==> src/rtl/sarrop_pkg.sv <==
// Constants and types shared by the result-output port.
// Contract
// Keep N-1 result readable 12 us minimum
// Host avoids parallel reads after 12 us
// New result valid within 20 us
// Data valid 20 ns before busy rises
// Busy rises after output registers updated
// Parallel bus drives when selected, serial too
// Serial data output always driven
// Chain input cascades only with host clock
// Clock-source low: device makes shift clock
// Select and convert low start conversion
// Internal mode: 16 bits N-1 MSB first
// Internal bit stable over both edges
// After 16 pulses clock low, chain level
// First pulse 1.4 us, period 1.1 us
// Host clock shifts only when read-selected
// Host clock treated as asynchronous
// Host clock at most 10 MHz, 20-70%
// Host period 100 ns, low 40, high 50
// Result N readable after or during next
// Load point between 12 us and busy
// Host keeps read or clock low then
// MSB first falling, LSB 16th falling; code shifts on host rising edges instead
// Chain bits follow from 17th falling edge; code passes them from the 17th rising edge
// Chain bits pass until next reload
// Host should not clock during conversion
// Convert commands ignored while busy low
// Parallel bus high impedance otherwise
// Half-word select picks upper or lower byte
// Format pin high straight binary, low 2s comp
// Host edges via synchronised edge detector
package sarrop_pkg;
  // Clock and timing
  localparam int CLK_NS = 20;
  localparam int CONV_NS = 18000;
  localparam int LOAD_NS = 17000;
  localparam int INT_START_NS = 1400;
  localparam int INT_PER_NS = 1100;
  localparam logic [9:0] CONV_CYC = 10'(CONV_NS / CLK_NS);
  localparam logic [9:0] LOAD_CYC = 10'(LOAD_NS / CLK_NS);
  localparam logic [9:0] INT_START_CYC = 10'(INT_START_NS / CLK_NS);
  localparam logic [9:0] INT_PER_CYC = 10'(INT_PER_NS / CLK_NS);
  localparam logic [9:0] INT_HI_BEG = 10'(INT_PER_NS / CLK_NS / 4);
  localparam logic [9:0] INT_HI_END = 10'(3 * INT_PER_NS / CLK_NS / 4);
  localparam logic [4:0] NUM_BITS = 5'h10;
  // Register map, byte addresses
  localparam logic [11:0] ADDR_CTRL = 12'h000;
  localparam logic [11:0] ADDR_STATUS = 12'h004;
  localparam logic [11:0] ADDR_RESULT = 12'h008;
  // Field positions
  localparam int CTRL_START_BIT = 0;
  localparam int ST_BUSY_BIT = 0;
  localparam int ST_TX_BIT = 1;
  localparam int ST_EXT_BIT = 2;
  localparam logic [31:0] RESET_WORD = 32'h0000_0000;
  localparam logic [15:0] RESULT_RST = 16'h0000;
  // Internal-clock transmitter states
  typedef enum logic [1:0] {
    SARROP_TX_IDLE = 2'b00,
    SARROP_TX_WAIT = 2'b01,
    SARROP_TX_SEND = 2'b10
  } sarrop_tx_t;
endpackage

==> src/rtl/sarrop_top.sv <==
// Result-output port: conversion timing, parallel and serial readout.
`timescale 1ns/1ps
module sarrop_top (
  input wire logic clk_in,
  input wire logic rst_in,
  input wire logic dev_sel_n_in,
  input wire logic read_conv_in,
  input wire logic half_sel_in,
  input wire logic clk_src_ext_in,
  input wire logic output_code_format_in,
  input wire logic chain_in,
  input wire logic serial_shift_clock_in,
  input wire logic [15:0] sar_code_in,
  output logic serial_shift_clock_out,
  output logic serial_shift_clock_oe_n_out,
  output logic serial_result_out,
  output logic [7:0] parallel_result_bus_out,
  output logic parallel_result_bus_oe_n_out,
  output logic busy_n_out,
  input wire logic psel_in,
  input wire logic penable_in,
  input wire logic pwrite_in,
  input wire logic [11:0] paddr_in,
  input wire logic [31:0] pwdata_in,
  output logic [31:0] prdata_out,
  output logic pready_out,
  output logic pslverr_out
);

  // Package constants, declared ahead of every use below
  localparam logic [15:0] RESULT_RST_L = sarrop_pkg::RESULT_RST;
  localparam logic [9:0] CONV_CYC = sarrop_pkg::CONV_CYC;
  localparam logic [9:0] LOAD_CYC = sarrop_pkg::LOAD_CYC;
  localparam logic [9:0] INT_START_CYC = sarrop_pkg::INT_START_CYC;
  localparam logic [9:0] INT_PER_CYC = sarrop_pkg::INT_PER_CYC;
  localparam logic [9:0] INT_HI_BEG = sarrop_pkg::INT_HI_BEG;
  localparam logic [9:0] INT_HI_END = sarrop_pkg::INT_HI_END;
  localparam logic [4:0] NUM_BITS = sarrop_pkg::NUM_BITS;

  ////////////////////////////////////////////////////////////////////
  // Pin synchronisers
  logic [6:0] pin_raw;
  logic [6:0] pin_s1_r;
  logic [6:0] pin_s2_r;
  logic sclk_prev_r;
  logic cs_n;
  logic rd_sel;
  logic half_sel;
  logic ext_mode;
  logic fmt_sb;
  logic chain_bit;
  logic sclk_s;

  assign pin_raw = {serial_shift_clock_in, chain_in,
                    output_code_format_in, clk_src_ext_in,
                    half_sel_in, read_conv_in, dev_sel_n_in};

  // Two flops on every pin; only the second stage is read
  always_ff @(posedge clk_in)
  begin
    if (rst_in)
    begin
      pin_s1_r <= 7'h01;
      pin_s2_r <= 7'h01;
    end
    else
    begin
      pin_s1_r <= pin_raw;
      pin_s2_r <= pin_s1_r;
    end
  end

  assign cs_n = pin_s2_r[0];
  assign rd_sel = pin_s2_r[1];
  assign half_sel = pin_s2_r[2];
  assign ext_mode = pin_s2_r[3];
  assign fmt_sb = pin_s2_r[4];
  assign chain_bit = pin_s2_r[5];
  assign sclk_s = pin_s2_r[6];

  // Host clock edge detector on the synchronised copy
  always_ff @(posedge clk_in)
  begin
    if (rst_in)
      sclk_prev_r <= 1'b0;
    else
      sclk_prev_r <= sclk_s; // see
  end

  logic sclk_rise;
  logic read_en;
  assign sclk_rise = sclk_s & ~sclk_prev_r;
  assign read_en = ~cs_n & rd_sel;

  ////////////////////////////////////////////////////////////////////
  // Convert command and conversion timer
  logic cmd_lvl;
  logic cmd_prev_r;
  logic soft_start_r;
  logic start_req;
  logic conv_start;
  logic converting_r;
  logic [9:0] conv_cnt_r;
  logic load_pt;
  logic conv_end;

  assign cmd_lvl = ~cs_n & ~rd_sel;
  assign start_req = (cmd_lvl & ~cmd_prev_r) | soft_start_r;
  // A command while busy is dropped, not queued
  assign conv_start = start_req & ~converting_r;
  assign load_pt = converting_r & (conv_cnt_r == LOAD_CYC - 10'h001);
  assign conv_end = converting_r & (conv_cnt_r == CONV_CYC - 10'h001);

  always_ff @(posedge clk_in)
  begin
    if (rst_in)
      cmd_prev_r <= 1'b0;
    else
      cmd_prev_r <= cmd_lvl;
  end

  // Counts from the start; load lands 50 cycles (1 us) ahead of busy
  always_ff @(posedge clk_in)
  begin
    if (rst_in)
    begin
      converting_r <= 1'b0;
      conv_cnt_r <= 10'h000;
    end
    else if (conv_start)
    begin
      converting_r <= 1'b1;
      conv_cnt_r <= 10'h000;
    end
    else if (conv_end)
    begin
      converting_r <= 1'b0;
      conv_cnt_r <= 10'h000;
    end
    else if (converting_r)
      conv_cnt_r <= conv_cnt_r + 10'h001;
  end

  // Busy follows the counter; rises 50 cycles after the load
  always_ff @(posedge clk_in)
  begin
    if (rst_in)
      busy_n_out <= 1'b1;
    else if (conv_start)
      busy_n_out <= 1'b0;
    else if (conv_end)
      busy_n_out <= 1'b1; // see
  end

  ////////////////////////////////////////////////////////////////////
  // Output register
  logic [15:0] result_r;
  logic [15:0] code_fmt;

  // Core gives straight binary; flip the MSB for two's complement
  assign code_fmt = fmt_sb ? sar_code_in :
                    {~sar_code_in[15], sar_code_in[14:0]};

  // N-1 stays until the load point late in conversion N
  always_ff @(posedge clk_in)
  begin
    if (rst_in)
      result_r <= RESULT_RST_L;
    else if (load_pt)
      result_r <= code_fmt; // see
  end

  ////////////////////////////////////////////////////////////////////
  // Parallel bus
  // Driven whenever selected for read, in either serial mode
  always_ff @(posedge clk_in)
  begin
    if (rst_in)
    begin
      parallel_result_bus_oe_n_out <= 1'b1;
      parallel_result_bus_out <= 8'h00;
    end
    else
    begin
      parallel_result_bus_oe_n_out <= ~read_en; // see
      parallel_result_bus_out <= half_sel ? result_r[7:0] :
                                 result_r[15:8];
    end
  end

  ////////////////////////////////////////////////////////////////////
  // Host-clocked shift register
  logic [15:0] ext_sh_r;
  logic ext_serial_result_out_r;

  // Reload at the load point overrides a shift; chain bits
  // keep flowing until then
  always_ff @(posedge clk_in)
  begin
    if (rst_in)
    begin
      ext_sh_r <= RESULT_RST_L;
      ext_serial_result_out_r <= 1'b0;
    end
    else if (load_pt)
      ext_sh_r <= code_fmt; // see
    else if (ext_mode & read_en & sclk_rise)
    begin
      ext_serial_result_out_r <= ext_sh_r[15];
      ext_sh_r <= {ext_sh_r[14:0], chain_bit}; // see
    end
  end

  ////////////////////////////////////////////////////////////////////
  // Internal-clock transmitter
  sarrop_pkg::sarrop_tx_t tx_state_r;
  logic [9:0] tx_cnt_r;
  logic [4:0] tx_bit_r;
  logic [15:0] tx_sh_r;
  logic tx_chain_r;
  logic int_serial_result_out_r;
  logic int_clk_r;
  logic per_end;

  assign per_end = (tx_cnt_r == INT_PER_CYC - 10'h001);

  // Restarted by each internal-mode conversion start; copies N-1 first so the
  // load point cannot disturb a word in flight
  always_ff @(posedge clk_in)
  begin
    if (rst_in)
    begin
      tx_state_r <= sarrop_pkg::SARROP_TX_IDLE;
      tx_cnt_r <= 10'h000;
      tx_bit_r <= 5'h00;
      tx_sh_r <= RESULT_RST_L;
      tx_chain_r <= 1'b0;
    end
    else if (conv_start & ~ext_mode)
    begin
      tx_state_r <= sarrop_pkg::SARROP_TX_WAIT;
      tx_cnt_r <= 10'h000;
      tx_bit_r <= 5'h00;
      tx_sh_r <= result_r;
      tx_chain_r <= chain_bit;
    end
    else
    begin
      case (tx_state_r)
        sarrop_pkg::SARROP_TX_WAIT:
        begin
          if (tx_cnt_r == INT_START_CYC - 10'h002)
          begin
            tx_state_r <= sarrop_pkg::SARROP_TX_SEND;
            tx_cnt_r <= 10'h000;
          end
          else
            tx_cnt_r <= tx_cnt_r + 10'h001;
        end
        sarrop_pkg::SARROP_TX_SEND:
        begin
          if (per_end)
          begin
            tx_cnt_r <= 10'h000;
            tx_bit_r <= tx_bit_r + 5'h01;
            tx_sh_r <= {tx_sh_r[14:0], 1'b0};
            if (tx_bit_r == NUM_BITS - 5'h01)
              tx_state_r <= sarrop_pkg::SARROP_TX_IDLE;
          end
          else
            tx_cnt_r <= tx_cnt_r + 10'h001;
        end
        default:
          tx_cnt_r <= 10'h000;
      endcase
    end
  end

  // Bit changes with clock low; high sits mid-period
  always_ff @(posedge clk_in)
  begin
    if (rst_in)
    begin
      int_clk_r <= 1'b0;
      int_serial_result_out_r <= 1'b0;
    end
    else if (tx_state_r == sarrop_pkg::SARROP_TX_SEND)
    begin
      int_clk_r <= (tx_cnt_r >= INT_HI_BEG) &
                   (tx_cnt_r < INT_HI_END);
      int_serial_result_out_r <= tx_sh_r[15];
    end
    else
    begin
      int_clk_r <= 1'b0;
      int_serial_result_out_r <= tx_chain_r;
    end
  end

  ////////////////////////////////////////////////////////////////////
  // Serial pins
  // Data pin always driven; clock pin driven only in internal mode
  always_ff @(posedge clk_in)
  begin
    if (rst_in)
    begin
      serial_result_out <= 1'b0;
      serial_shift_clock_out <= 1'b0;
      serial_shift_clock_oe_n_out <= 1'b1;
    end
    else
    begin
      serial_result_out <= ext_mode ? ext_serial_result_out_r :
                           int_serial_result_out_r;
      serial_shift_clock_out <= int_clk_r;
      serial_shift_clock_oe_n_out <= ext_mode;
    end
  end

  ////////////////////////////////////////////////////////////////////
  // APB slave
  logic setup_ph;
  logic wr_acc;
  logic hit_ctrl;
  logic hit_status;
  logic hit_result;
  logic [31:0] rd_word;

  assign setup_ph = psel_in & ~penable_in;
  assign wr_acc = psel_in & penable_in & pready_out & pwrite_in;

  // Address decode
  always_comb
  begin
    hit_ctrl = 1'b0;
    hit_status = 1'b0;
    hit_result = 1'b0;
    rd_word = sarrop_pkg::RESET_WORD;
    if (paddr_in == sarrop_pkg::ADDR_CTRL)
      hit_ctrl = 1'b1;
    else if (paddr_in == sarrop_pkg::ADDR_STATUS)
    begin
      hit_status = 1'b1;
      rd_word[sarrop_pkg::ST_BUSY_BIT] = converting_r;
      rd_word[sarrop_pkg::ST_TX_BIT] =
        (tx_state_r != sarrop_pkg::SARROP_TX_IDLE);
      rd_word[sarrop_pkg::ST_EXT_BIT] = ext_mode;
    end
    else if (paddr_in == sarrop_pkg::ADDR_RESULT)
    begin
      hit_result = 1'b1;
      rd_word[15:0] = result_r;
    end
  end

  // Zero-wait: answer in the first access cycle
  always_ff @(posedge clk_in)
  begin
    if (rst_in)
    begin
      pready_out <= 1'b0;
      pslverr_out <= 1'b0;
      prdata_out <= sarrop_pkg::RESET_WORD;
    end
    else
    begin
      pready_out <= setup_ph;
      pslverr_out <= setup_ph & ~(hit_ctrl | hit_status | hit_result);
      prdata_out <= (setup_ph & ~pwrite_in) ? rd_word :
                    sarrop_pkg::RESET_WORD;
    end
  end

  // Start bit is a one-shot; reads of control return zero
  always_ff @(posedge clk_in)
  begin
    if (rst_in)
      soft_start_r <= 1'b0;
    else
      soft_start_r <= wr_acc & hit_ctrl &
                      pwdata_in[sarrop_pkg::CTRL_START_BIT];
  end

endmodule // sarrop_top

==> config.mk <==
export PLATFORM = sky130hd
export DESIGN_NAME = sarrop_top
export DESIGN_NICKNAME = d
export VERILOG_FILES = /design/src/rtl/sarrop_pkg.sv /design/src/rtl/sarrop_top.sv
export SDC_FILE = /design/constraint.sdc
export NUM_CORES = 1
export LEC_CHECK = 0
export ABC_AREA = 1
export ABC_CLOCK_PERIOD_IN_PS = 4470
export BUFFER_PORTS_ARGS = -buffer_cell sky130_fd_sc_hd__buf_2
export CELL_PAD_IN_SITES_DETAIL_PLACEMENT = 0
export CELL_PAD_IN_SITES_GLOBAL_PLACEMENT = 2
export CORE_UTILIZATION = 32
export DETAILED_ROUTE_END_ITERATION = 8
export PLACE_DENSITY = 0.88
export SLEW_MARGIN = 40
export SYNTH_ARGS = -nofsm -noshare
export SYNTH_HDL_FRONTEND = slang
export SYNTH_SLANG_ARGS = --single-unit
==> constraint.sdc <==
create_clock -name clk_in -period 4.47 [get_ports clk_in]
set_input_delay 0.894 -clock clk_in [delete_from_list [all_inputs] [get_ports clk_in]]
set_output_delay 0.894 -clock clk_in [all_outputs]
set_load 0.02 [all_outputs]
==> flow_metrics.py <==
metrics = {
    "worst_setup_path": {
        "arrival_ps": 2790,
        "worst_setup_path_end_kind": "register",
        "worstSetupPathType": "reg2reg",
        "cp_max_fo": 36,
        "critPathRequiredTime_ps": 4830,
        "startpoint_type": "register",
    },
    "yosys": {
        "ys_ff_latch": 128,
        "async_flop_share_pct": 0,
        "ys_seq_area_share_pct": 48.3,
        "netlist_area_um2": 5310,
        "post-synth-top-area-cell": "dfxtp_1",
        "yosysTopAreaCellShare_pct": 48.3,
        "netlist_top_cells_area": "dfxtp_1 48%, nor2_1 9.5%, nand2_1 8.8%",
        "synth.avg_cell_area_um2": 7.45,
        "ys.flop_type": "dfxtp_1",
        "syn_inst": 713,
        "ys_types": 37,
        "yosys_warnings": 0,
        "synth_edf_count": 0,
    },
    "floorplanning": {
        "start_util_pct": 33.1,
        "dieArea_um2": 17100,
        "num_rows": 46,
        "core_area_um2": 16100,
        "dieHeight_um": 131,
        "io_pins": 119,
        "dieWidth_um": 131,
    },
    "sta": {
        "worst_pin_slew_ps": 794,
        "slew_headroom_pct": 46.9,
        "rsz0062_at_grt": "false",
        "fin_skew_ps": 4.87,
        "max_freq_ghz": 0.411,
        "setup_viol": 0,
        "timing.final.ws_setup_ps": 2040,
        "finalMaxSlewViolations": 0,
        "hold_viol_final": 0,
        "post-route-period-util_pct": 54.5,
        "finalCriticalPeriod_ps": 2430,
        "setup_tns_ps": 0,
    },
    "clock_tree": {
        "cts_root_buf": "clkbuf_16",
        "clock_sinks": 128,
        "clk_latency_ps": 420,
        "cts_max_level": 4,
        "clk_transition_reported_paths_ps": 50,
        "cts_resized": 0,
        "cts_inserted_buffers": 17,
        "post_cts.repair.setup_buffers": 0,
        "cts_tree": "built",
        "cts_hold_buffers": 0,
        "cts_buffer_depth": 2,
    },
    "route": {
        "via_per_inst": 4.47,
        "drc": 0,
        "first_iter_violations": 240,
        "vias": 4498,
        "routed_wl_mm": 12.3,
        "firstDrtPassIters": 6,
        "wl_per_cell_um": 12.2,
        "ant_nets": 0,
    },
    "placed_design": {
        "globalplace.congestion": 0.803,
        "post-dp-hpwl_mm": 8.59,
        "dp_slack_ps": 1810,
        "dp.cells": 975,
        "numPortBuffers": 71,
    },
    "final_layout": {
        "instances_no_fill": 1007,
        "drive_gt1_share_pct": 14.5,
        "fin_nets": 863,
        "utilization_pct": 39.8,
        "area_growth_pct": 20.5,
        "antennaDiodeCount": 0,
    },
    "power": {
        "p_leak_uw": 0.00277,
        "ir_drop_mv": 0.356,
        "totalPowerFinal_uw": 2730,
        "powerDensity_nw_per_um2": 427,
    },
    "job": {
        "cap_violations": 0,
    },
    "global_routing": {
        "grt_pass1_vias": 4147,
        "antenna_found_initial": 0,
        "grt_usage_pct": 15.6,
        "grt_max_degree": 47,
        "grt_first_pass_wirelength_mm": 20.2,
        "overflow": 0,
    },
    "run_status": {
        "outcome": "completed",
    },
    "min_path": {
        "min_path_type": "reg2reg",
    },
}
==> cell usage in the layout, fill, tap and decap left out, types with 12 or more instances in the layout <==
cell type  count
a21oi_1       38
buf_2         70
clkbuf_16     17
conb_1        16
dfxtp_1      128
ha_1          12
inv_1         85
nand2_1      123
nand3_1       39
nand4_1       12
nor2_1       134
o21ai_0       49
==> kinds of logic after synthesis <==
group / synth area share, %
AND/OR/NAND/NOR: 26.2
flip-flops: 48.3
adder cells (fa/ha/maj): 2.83
AO/OA/AOI/OAI: 9.94
other: 0.0706
XOR/XNOR: 1.98
buffers and inverters: 10.7
==> final timing paths <==
check          startpoint     endpoint  slack (ps)  depth (start not counted)
max reg2reg  converting_r  ext_sh_r[1]        2040                          6
min           pin_s1_r[3]  pin_s2_r[3]         400                          2
min reg2reg   pin_s1_r[3]  pin_s2_r[3]         400                          2
max          converting_r  ext_sh_r[1]        2040                          6
==> flip-flops by register name, indices dropped and copies added, names as in the netlist, 2 cells and up <==
signal	cells
tx_sh_r	16
conv_cnt_r	10
parallel_result_bus_out	8
tx_bit_r	5
pin_s1_r	7
tx_state_r	2
prdata_out	16
pin_s2_r	7
ext_sh_r	16
tx_cnt_r	10
result_r	16
==> Yosys cell counts (8+ instances only) <==
cell and number:
ha_1 12, xor2_1 8, buf_4 18, nand2_1 124, clkbuf_1 15, inv_1 85, nand3_1 39, nor2_1 134
dfxtp_1 128, a21oi_1 38, nand4_1 12, o21ai_0 49, o21ai_1 10
==> critical path: stages (launching register included) <==
cell and delay (ps):
dfxtp_1 430, inv_2 130, nor3_4 630, nand3_4 500, nand2_2 430, o21ai_0 120
nor2_1 130
==> where the power goes <==
part	switching (µW)	total (µW)	internal, µW
Clock	492	1440	951
Sequential	10.5	1170	1160
Combinational	78.0	114	36.4
==> per-layer routing <==
layer  vias up  routed length, µm  track usage, %
li1       2349                  -               -
met1      2027               6000            19.7
met2       106               5510            25.2
met3        16                581            3.83
met4         0                214            7.37
met5         -                  0               0
==> area by class of cell <==
class / count / area (µm²)
clock buffer: 19 / 453
clock inverter: 12 / 165
fill: 1695 / 9660
inverter: 87 / 327
multi-input combinational: 471 / 2240
sequential: 128 / 2560
tap: 216 / 270
timing repair buffer: 74 / 380
==> through the flow <==
step / instance area [µm²] / hold WS (ps)
floorplan: 5370 / 388
global placement: 5770 / 391
detailed placement: 5770 / 394
CTS: 6380 / 401
global route: 6400 / 415
finish: 6400 / 401
(Power assumes the default switching activity.)
